`src/rtl/hpb_pkg.sv`:
```
// package for the parallel host port
package hpb_pkg;
    localparam int ADDR_W = 6;
    localparam int DATA_W = 8;
    localparam int NUM_REGS = 64;
    localparam logic [5:0] SERIAL_PORT_CONFIG_REG = 6'h30;
    localparam int RESET_MIN_CLKS = 4;
    localparam logic [7:0] REG_RESET = 8'h00;
    localparam logic [7:0] WAKE_IRQ_BIT = 8'h01;
    localparam int RESET_PULSE_CLKS = 4;

    typedef struct packed {
        logic cs_n;
        logic rw_or_wr_n;
        logic ds_or_rd_n;
        logic ale;
    } hpb_ctrl_t;

    typedef struct packed {
        logic we;
        logic re;
        logic [5:0] addr;
        logic [7:0] wdata;
    } hpb_acc_t;
endpackage

```
`src/rtl/hpb_port.sv`:
```
// parallel host port: mux/non-mux bus, two strobe conventions, irq, reset pin
//
// Contract
// - In multiplexed mode the shared lines first carry the address, then data either way.
// - In non-multiplexed mode the shared lines carry only data.
// - Accesses take place only while chip select is low.
// - In direction-plus-strobe mode direction high is a read and low is a write.
// - In direction-plus-strobe mode the rising edge of the strobe ends the access.
// - In separate-strobe mode the write strobe marks a write and data is taken.
// - In separate-strobe mode the read strobe marks a read and data is driven out.
// - The interrupt output is open drain, pulling low only while an interrupt pends.
// - In multiplexed mode the address is captured while address latch enable is high.
// - Address latch enable selects multiplexed or non-multiplexed form.
// - A high reset pin for at least four clocks forces reset.
// - With terminal functions enabled the device may drive reset out itself.
// - Serial clock, delayed sync and strobe outputs stay idle until the config register is written.
// - A falling edge on the wake input raises an interrupt and optionally a reset pulse.
// - In non-multiplexed mode the address comes on six dedicated pins.
`timescale 1ns/1ps
module hpb_port #(
    parameter int NREGS = hpb_pkg::NUM_REGS
) (
    input wire logic sys_clk,
    input wire logic resetn,
    input wire hpb_pkg::hpb_ctrl_t ctrl,
    input wire logic strobe_mode_sep,
    input wire logic [7:0] bus_in,
    output logic [7:0] bus_out,
    output logic bus_oe_n,
    input wire logic [5:0] reg_select,
    input wire logic rst_pin_in,
    output logic rst_pin_out,
    output logic rst_pin_oe_n,
    input wire logic term_func_en,
    input wire logic wake_reset_en,
    input wire logic external_wake_in,
    input wire logic irq_pending_ext,
    output logic irq_out,
    output logic irq_oe_n,
    output logic serial_out_enable,
    output logic [7:0] serial_port_config,
    output logic device_reset
);
    if (NREGS != 2 ** hpb_pkg::ADDR_W) begin : g_nregs_check
        $error("hpb_port supports only 64 registers");
    end

    logic mux_mode;
    logic [5:0] addr_latch;
    logic [5:0] cur_addr;
    logic [7:0] regs [NREGS];
    logic access_on;
    logic access_on_q;
    logic is_read;
    logic end_pulse;
    logic [2:0] rst_cnt;
    logic rst_held;
    logic wake_q;
    logic wake_irq;
    logic [2:0] pulse_cnt;
    logic [7:0] rdata;
    hpb_pkg::hpb_acc_t acc;

    always_ff @(posedge sys_clk or negedge resetn) begin
        if (!resetn) begin
            mux_mode <= 1'b0;
        end else if (ctrl.ale) begin
            mux_mode <= 1'b1;
        end
    end

    mux_enter_a: assert property (@(posedge sys_clk) disable iff (!resetn)
        ctrl.ale |=> mux_mode) else $error("mux mode not entered");
    mux_sticky_a: assert property (@(posedge sys_clk) disable iff (!resetn)
        mux_mode |=> mux_mode) else $error("mux mode dropped");

    always_ff @(posedge sys_clk or negedge resetn) begin
        if (!resetn) begin
            addr_latch <= 6'h00;
        end else if (ctrl.ale) begin
            addr_latch <= bus_in[5:0];
        end
    end

    addr_cap_a: assert property (@(posedge sys_clk) disable iff (!resetn)
        ctrl.ale |=> addr_latch == $past(bus_in[5:0])) else $error("address not latched");
    addr_hold_a: assert property (@(posedge sys_clk) disable iff (!resetn)
        !ctrl.ale |=> $stable(addr_latch)) else $error("address changed without ale");

    assign cur_addr = mux_mode ? addr_latch : reg_select;

    always_comb begin
        access_on = 1'b0;
        is_read = 1'b0;
        if (!ctrl.cs_n && !ctrl.ale) begin
            if (strobe_mode_sep) begin
                access_on = !ctrl.rw_or_wr_n || !ctrl.ds_or_rd_n;
                is_read = !ctrl.ds_or_rd_n;
            end else begin
                access_on = !ctrl.ds_or_rd_n;
                is_read = ctrl.rw_or_wr_n;
            end
        end
    end

    always_ff @(posedge sys_clk or negedge resetn) begin
        if (!resetn) begin
            access_on_q <= 1'b0;
        end else begin
            access_on_q <= access_on;
        end
    end

    assign end_pulse = access_on_q && !access_on;

    always_ff @(posedge sys_clk or negedge resetn) begin
        if (!resetn) begin
            acc <= '0;
        end else begin
            acc.we <= access_on && !is_read;
            acc.re <= access_on && is_read;
            acc.addr <= cur_addr;
            if (access_on) acc.wdata <= bus_in;
        end
    end

    cs_gate_a: assert property (@(posedge sys_clk) disable iff (!resetn)
        ctrl.cs_n |=> !acc.we && !acc.re) else $error("access without select");
    ale_gate_a: assert property (@(posedge sys_clk) disable iff (!resetn)
        ctrl.ale |=> !acc.we && !acc.re) else $error("access during address phase");
    dir_write_a: assert property (@(posedge sys_clk) disable iff (!resetn)
        (!ctrl.cs_n && !ctrl.ale && !strobe_mode_sep && !ctrl.ds_or_rd_n
        && !ctrl.rw_or_wr_n) |=> acc.we && !acc.re) else $error("write not decoded");
    dir_read_a: assert property (@(posedge sys_clk) disable iff (!resetn)
        (!ctrl.cs_n && !ctrl.ale && !strobe_mode_sep && !ctrl.ds_or_rd_n
        && ctrl.rw_or_wr_n) |=> acc.re && !acc.we) else $error("read not decoded");
    sep_write_a: assert property (@(posedge sys_clk) disable iff (!resetn)
        (!ctrl.cs_n && !ctrl.ale && strobe_mode_sep && !ctrl.rw_or_wr_n
        && ctrl.ds_or_rd_n) |=> acc.we && !acc.re) else $error("write strobe lost");
    sep_read_a: assert property (@(posedge sys_clk) disable iff (!resetn)
        (!ctrl.cs_n && !ctrl.ale && strobe_mode_sep && !ctrl.ds_or_rd_n)
        |=> acc.re && !acc.we) else $error("read strobe lost");
    data_take_a: assert property (@(posedge sys_clk) disable iff (!resetn)
        access_on |=> acc.wdata == $past(bus_in)) else $error("bus data not taken");

    always_ff @(posedge sys_clk or negedge resetn) begin
        if (!resetn) begin
            for (int i = 0; i < NREGS; i++) regs[i] <= hpb_pkg::REG_RESET;
        end else if (end_pulse && acc.we) begin
            regs[acc.addr] <= acc.wdata;
        end
    end

    write_commit_a: assert property (@(posedge sys_clk) disable iff (!resetn)
        (end_pulse && acc.we)
        |=> regs[$past(acc.addr)] == $past(acc.wdata)) else $error("write not committed");
    cfg_stable_a: assert property (@(posedge sys_clk) disable iff (!resetn)
        access_on |=> $stable(serial_port_config)) else $error("write before strobe end");

    assign rdata = regs[cur_addr];

    always_ff @(posedge sys_clk or negedge resetn) begin
        if (!resetn) begin
            bus_out <= 8'h00;
            bus_oe_n <= 1'b1;
        end else begin
            bus_out <= rdata;
            bus_oe_n <= !(access_on && is_read);
        end
    end

    read_drive_a: assert property (@(posedge sys_clk) disable iff (!resetn)
        (access_on && is_read) |=> !bus_oe_n) else $error("read not driven");
    write_nodrive_a: assert property (@(posedge sys_clk) disable iff (!resetn)
        (access_on && !is_read) |=> bus_oe_n) else $error("bus driven during write");
    desel_nodrive_a: assert property (@(posedge sys_clk) disable iff (!resetn)
        ctrl.cs_n |=> bus_oe_n) else $error("bus driven while deselected");
    rd_release_a: assert property (@(posedge sys_clk) disable iff (!resetn)
        end_pulse |=> bus_oe_n) else $error("bus held after access end");

    always_ff @(posedge sys_clk or negedge resetn) begin
        if (!resetn) begin
            serial_out_enable <= 1'b0;
        end else if (end_pulse && acc.we && acc.addr == hpb_pkg::SERIAL_PORT_CONFIG_REG) begin
            serial_out_enable <= 1'b1;
        end
    end
    assign serial_port_config = regs[hpb_pkg::SERIAL_PORT_CONFIG_REG];

    serial_gate_a: assert property (@(posedge sys_clk) disable iff (!resetn)
        $rose(serial_out_enable) |-> $past(acc.addr) == hpb_pkg::SERIAL_PORT_CONFIG_REG)
        else $error("serial enabled early");
    serial_sticky_a: assert property (@(posedge sys_clk) disable iff (!resetn)
        serial_out_enable |=> serial_out_enable) else $error("serial enable dropped");

    always_ff @(posedge sys_clk or negedge resetn) begin
        if (!resetn) begin
            rst_cnt <= 3'h0;
            rst_held <= 1'b0;
        end else if (!rst_pin_in) begin
            rst_cnt <= 3'h0;
            rst_held <= 1'b0;
        end else if (rst_cnt < 3'(hpb_pkg::RESET_MIN_CLKS - 1)) begin
            rst_cnt <= rst_cnt + 3'h1;
        end else begin
            rst_held <= 1'b1;
        end
    end
    assign device_reset = rst_held;

    reset_len_a: assert property (@(posedge sys_clk) disable iff (!resetn)
        $rose(device_reset) |-> $past(rst_pin_in, 4)) else $error("reset too short");
    reset_drop_a: assert property (@(posedge sys_clk) disable iff (!resetn)
        !rst_pin_in |=> !device_reset) else $error("reset held without pin");

    always_ff @(posedge sys_clk or negedge resetn) begin
        if (!resetn) begin
            wake_q <= 1'b1;
            wake_irq <= 1'b0;
        end else begin
            wake_q <= external_wake_in;
            if (wake_q && !external_wake_in) begin
                wake_irq <= 1'b1;
            end else if (end_pulse && acc.re) begin
                wake_irq <= 1'b0;
            end
        end
    end

    wake_edge_a: assert property (@(posedge sys_clk) disable iff (!resetn)
        (wake_q && !external_wake_in) |=> wake_irq) else $error("wake edge lost");
    wake_hold_a: assert property (@(posedge sys_clk) disable iff (!resetn)
        (wake_irq && !(end_pulse && acc.re)) |=> wake_irq) else $error("wake irq lost");
    wake_quiet_a: assert property (@(posedge sys_clk) disable iff (!resetn)
        (!wake_irq && !(wake_q && !external_wake_in)) |=> !wake_irq)
        else $error("wake irq without edge");

    always_ff @(posedge sys_clk or negedge resetn) begin
        if (!resetn) begin
            pulse_cnt <= 3'h0;
        end else if (term_func_en && wake_reset_en && wake_q && !external_wake_in) begin
            pulse_cnt <= 3'(hpb_pkg::RESET_PULSE_CLKS);
        end else if (pulse_cnt != 3'h0) begin
            pulse_cnt <= pulse_cnt - 3'h1;
        end
    end
    assign rst_pin_out = 1'b1;
    assign rst_pin_oe_n = (pulse_cnt == 3'h0);

    rst_pulse_a: assert property (@(posedge sys_clk) disable iff (!resetn)
        $rose(!rst_pin_oe_n) |-> !rst_pin_oe_n [*4] ##1 rst_pin_oe_n)
        else $error("reset pulse length");
    wake_pulse_a: assert property (@(posedge sys_clk) disable iff (!resetn)
        (term_func_en && wake_reset_en && wake_q && !external_wake_in)
        |=> !rst_pin_oe_n) else $error("reset pulse missing");
    no_pulse_a: assert property (@(posedge sys_clk) disable iff (!resetn)
        (!term_func_en && rst_pin_oe_n) |=> rst_pin_oe_n) else $error("reset pulse unasked");

    assign irq_out = 1'b0;
    assign irq_oe_n = !(wake_irq || irq_pending_ext);

    irq_drive_a: assert property (@(posedge sys_clk) disable iff (!resetn)
        wake_irq |-> !irq_oe_n && !irq_out) else $error("irq not driven");
endmodule // hpb_port

```
`config.mk`:
```
export PLATFORM = sky130hd
export DESIGN_NAME = hpb_port
export DESIGN_NICKNAME = d
export VERILOG_FILES = /design/src/rtl/hpb_pkg.sv /design/src/rtl/hpb_port.sv
export SDC_FILE = /design/constraint.sdc
export NUM_CORES = 1
export LEC_CHECK = 0
export ABC_AREA = 1
export BUFFER_PORTS_ARGS = -buffer_cell sky130_fd_sc_hd__buf_4
export CORE_ASPECT_RATIO = 1.75
export CORE_MARGIN = 1
export CORE_UTILIZATION = 54
export CTS_CLUSTER_SIZE = 28
export DETAILED_ROUTE_END_ITERATION = 6
export HOLD_SLACK_MARGIN = 0.05
export MAX_ROUTING_LAYER = met4
export PLACE_DENSITY = 0.7
export SLEW_MARGIN = 20
export SYNTH_ARGS = -nofsm -noshare
export SYNTH_HDL_FRONTEND = slang
export SYNTH_SLANG_ARGS = --single-unit
```
`constraint.sdc`:
```
create_clock -name sys_clk -period 2.6 [get_ports sys_clk]
set_input_delay 0.78 -clock sys_clk [delete_from_list [all_inputs] [get_ports sys_clk]]
set_output_delay 0.78 -clock sys_clk [all_outputs]
set_load 0.05 [all_outputs]
```
Word level (Yosys, flattened, before mapping) --
Cells that the tools add are included. W data, S select, Z words.
Storage, ports and cells: flip-flop bits (word level) 555, bits of input ports 26, logic and storage cells 136
Cells by class: add/subtract/negate cells 2, order comparisons 4, eq/ne operators 3, multiplexer cells 19, bitwise gates (word level) 2, reductions and logical operators 27
Operators with widths (number):
- $bwmux W512 | 1
- $bmux W8 S6 | 1
- $demux W8 S6 | 1
- $mux W8 | 3
- $ge A7 B7 Y1 const B | 2
- $not A6 Y7 | 2
- $logic_and A1 B1 Y1 | 12
- $mux W3 | 4
- $logic_not A1 Y1 | 9
- $mux W1 | 8
- $lt A7 B1 Y1 const B | 1
- $eq A6 B6 Y1 const B | 1
- $mux W6 | 1
- $reduce_bool A2 Y1 | 2
- $add A3 B1 Y3 const B | 1
- $logic_not A3 Y1 | 1
- $lt A3 B2 Y1 const B | 1
- $reduce_bool A3 Y1 | 1
- $sub A3 B1 Y3 const B | 1
- $logic_or A1 B1 Y1 | 2
- $ne A2 B1 Y1 const B | 1
- $ne A2 B2 Y1 const B | 1

Logic depth before layout (Yosys ltp) --
depth after elaboration 9, gate-level depth with buffers 12, depth with buffers taken out 11

Least setup slack after synthesis --
OpenSTA, ideal clock, no wires.
path type input to register, start input port strobe_mode_sep, end register regs[133] (netlist bit), setup time 133 ps, arrival 2195 ps, slack 272 ps, stages on the path 11, path through inv_1 > o21ai_0 > and2_1 > buf_2 > inv_1 > nand3_4 > nor2_1 > nand2_1 > buf_2 > nand2_1 > o21ai_0
On the way: cells in the longest elaborated chain, start to end 5
Ends and longest elaborated chain:
- start, declared | RTL line hpb_port.sv:26 | input wire logic strobe_mode_sep,
- $mux W1 | RTL line hpb_port.sv:96 | if (strobe_mode_sep) begin
- $mux W1 | RTL line hpb_port.sv:95 | if (!ctrl.cs_n && !ctrl.ale) begin
- $logic_not A1 Y1 | RTL line hpb_port.sv:114 | assign end_pulse = access_on_q && !access_on;
- $logic_and A1 B1 Y1 | RTL line hpb_port.sv:114
- $logic_and A1 B1 Y1 | RTL line hpb_port.sv:149 | end else if (end_pulse && acc.we) begin
- end signal, assigned by index | RTL line hpb_port.sv:150 | regs[acc.addr] <= acc.wdata;
- end, declared | RTL line hpb_port.sv:51 | logic [7:0] regs [NREGS];
No other way between the ends. A chain may end at the register's enable or synchronous reset.

Worst setup path after layout --
start register pulse_cnt[0], end output port rst_pin_oe_n
On the way: cells in the longest elaborated chain, start to end 1
Ends and longest elaborated chain:
- start, declared | RTL line hpb_port.sv:60 | logic [2:0] pulse_cnt;
- start signal, assigned | RTL line hpb_port.sv:242 | pulse_cnt <= 3'(hpb_pkg::RESET_PULSE_CLKS);
- start signal, assigned | RTL line hpb_port.sv:244 | pulse_cnt <= pulse_cnt - 3'h1;
- $logic_not A3 Y1 | RTL line hpb_port.sv:248 | assign rst_pin_oe_n = (pulse_cnt == 3'h0);
- end, declared | RTL line hpb_port.sv:33 | output logic rst_pin_oe_n,
No other way between the ends.

==> results_dict.tcl <==
set metrics [dict create \
    async_flop_share 1.00 \
    die_w_um 170 \
    insertion_delay_ns 0.61 \
    clk_pin_slew_worst_paths_ns 0.06 \
    slowest_stage "dfrtp_1" \
    cp_slowest_stage_delay_ns 0.38 \
    synth_edf_count 0 \
    drt-vias-per-instance 5.51 \
    clockBufferDepth 3 \
    synth.area.top_cells "dfrtp_1 (52%), nand2_1 (15%), nand3_1 (10%)" \
    cts_root_buf "clkbuf_16" \
    cts_tree "yes" \
    grt_pass1_vias 23000 \
    hold_class "in -> async" \
    yosys_register_bits 555 \
    antenna_found_initial 0 \
    grt_pass1_wl_um 126000 \
    ys.flop_type "dfrtp_1" \
    hpwl_um 51100 \
    first_pass_iters 6 \
    cp.required_ns 1.82 \
    regToRegStartpoint "mux_mode$_DFFE_PN0P_" \
    power_leakage_nw 14.2 \
    status "finished clean" \
    fmax_mhz 415 \
    placed_cells 4106 \
    area_delta_synth_final_pct 13.6 \
    place.gp.congestion 0.951 \
    max_cap_viol_count 0 \
    finalNonFillerCells 4206 \
    crit_chain "inv_1 > ha_1 > nand2_1 > inv_1 > buf_4" \
    syn_nets 3545 \
    hold_viol_final 0 \
    r2r_setup_slack_ns 0.20 \
    num_vias 23200 \
    synth_warnings 0 \
    relSlewSlack 0.502 \
    maxSlewViolCount 0 \
    core_area_um2 48700 \
    rows 107 \
    layout_commonest_cell "nand2_1" \
    syn_area_per_cell_um2 7.59 \
    critical_path_class "reg -> out" \
    period_share 0.926 \
    ir_drop_mv 0.531 \
    synthCells 3516 \
    pwr_density_cell_nw_per_um2 696 \
    htreeDepth 2 \
    num-nets-final 3536 \
    grt.total_usage 0.334 \
    grt_max_degree 68 \
    io-pin-count 49 \
    drt_iter0_markers 2223 \
    diodes 0 \
    netlist_area_um2 26700 \
    rsz0062_at_grt "no" \
    wire_per_inst_um 18.6 \
    ys_seq_area_frac 0.520 \
    post-cts-setup-buffer-count 0 \
    min_period_ns 2.41 \
    worst_pin_slew_ns 0.746 \
    final_antenna_net_count 0 \
    die_h_um 296 \
    most-common-layout-cells "nand2_1 (1072), dfrtp_1 (553), nand3_1 (545)" \
    crit_fanout 5 \
    final-setup-viol-count 0 \
    die-area_um2 50400 \
    crit_path_frequent_cell "inv_1" \
    start_kind "flip-flop" \
    total_power_mw 21.1 \
    end_kind "primary output" \
    yosys.area.top_type "dfrtp_1" \
    drive_above_1_share 0.0822 \
    crit_arrival_ns 1.63 \
    rr_worst_depth 12 \
    yosysTopAreaCellShare 0.518 \
    clkSinkCount 555 \
    synth.distinct_cells 25 \
    r2r_end "bus_out[7]$_DFF_PN0_" \
    grt.overflow.total 0 \
    drt_wl_total_um 78200 \
    finClkSkew_ns 0.0216 \
    numCtsBuffers 53 \
    start_util 0.548 \
    drc_errors 0 \
    io_buffers 46 \
]
-- synth_stat cells, types with 2 or more instances --
master and number:
nand2_1 1076, dfrtp_1 553, nand3_1 545, o21ai_0 535
inv_1 490, clkbuf_1 147, buf_2 67, nand3b_1 32
nor2_1 15, buf_1 13, buf_4 10, nor3_1 8
nand4_1 4, a21oi_1 3, ha_1 3, o21ai_1 3
conb_1 2, dfstp_2 2, nor3_4 2
-- how the worst max path moves through the flow --
stage	from	to	slack, ns	cells past startpoint
3_3_place_gp	reg_select[0]	bus_out[2]$_DFF_PN0_	-0.08	11
3_5_place_dp	reg_select[0]	bus_out[2]$_DFF_PN0_	-0.10	11
5_1_grt	mux_mode$_DFFE_PN0P_	bus_out[6]$_DFF_PN0_	0.1	12
4_1_cts	mux_mode$_DFFE_PN0P_	bus_out[2]$_DFF_PN0_	0.14	11
6_report	pulse_cnt[0]$_DFFE_PN0P_	rst_pin_oe_n	0.19	5
2_1_floorplan	strobe_mode_sep	regs[133]$_DFFE_PN0P_	0.27	11
-- state kept, by name, indices dropped and copies added (netlist names), 3 cells and up --
register and cells:
rst_cnt 3, acc 16, serial_port_config 8, addr_latch 6, bus_out 8, pulse_cnt 3, regs 504
-- timing repair --
item                                    in CTS  in global routing
gates resized for setup                      0                  1
hold buffers                                 0                  0
endpoints found under the hold margin        0                  0
endpoints found under the setup margin       0                  3
-- power by group --
| group | total (mW) | internal, mW | switching [mW] |
|---|---|---|---|
| logic | 3.18 | 0.872 | 2.31 |
| registers | 9.01 | 8.86 | 0.155 |
| clock network | 8.92 | 5.43 | 3.49 |
| total | 21.1 | 15.2 | 5.96 |
-- critical path: cells and delay by family (launching register included) --
kind,cells,cell delay [ns]
flops,1,0.38
buf+inv,3,0.33
fa+ha+maj,1,0.19
simple gates,1,0.13
-- metrics by stage --
stage / instance area (um2) / hold slack, ns / TNS, ns / setup WS, ns / util
final: 30300 / 0.167 / 0 / 0.192 / 0.623
after CTS: 30300 / 0.149 / 0 / 0.140 / 0.622
after global placement: 28300 / 0.443 / -0.262 / -0.0750 / 0.581
after floorplan: 26700 / 0.433 / 0 / 0.272 / -
after global routing: 30300 / 0.181 / 0 / 0.0987 / 0.623
after detailed placement: 28300 / 0.456 / -0.473 / -0.104 / 0.581
-- kinds of logic (layout without fill, tap and decap cells) --
family / Yosys count / count (layout) / share of synthesized area
flops: 555 / 555 / 0.520
xor+xnor: 1 / 1 / 0.000328
compound gates: 542 / 542 / 0.102
simple gates: 1684 / 1684 / 0.269
other cells: 2 / 2 / 0.000281
fa+ha+maj: 3 / 3 / 0.00141
buf+inv: 729 / 765 / 0.107
-- cell type report --
type	count	area (um2)
Multi-Input combinational cell	2232	10000
Tap cell	654	818
Fill cell	4394	18400
Sequential cell	555	13900
Inverter	492	1850
Clock inverter	29	470
Timing Repair Buffer	173	1740
Clock buffer	71	1570
-- routing by layer --
metal	vias to the layer above	share of wire	wire, um	GRT usage
li1	11000	-	-	-
met1	11000	0.38	30000	0.389
met2	839	0.50	39200	0.562
met3	245	0.054	4190	0.0360
met4	0	0.061	4800	0.191
met5	-	0	0	-
Note: power is estimated with default switching activity, not from simulation.
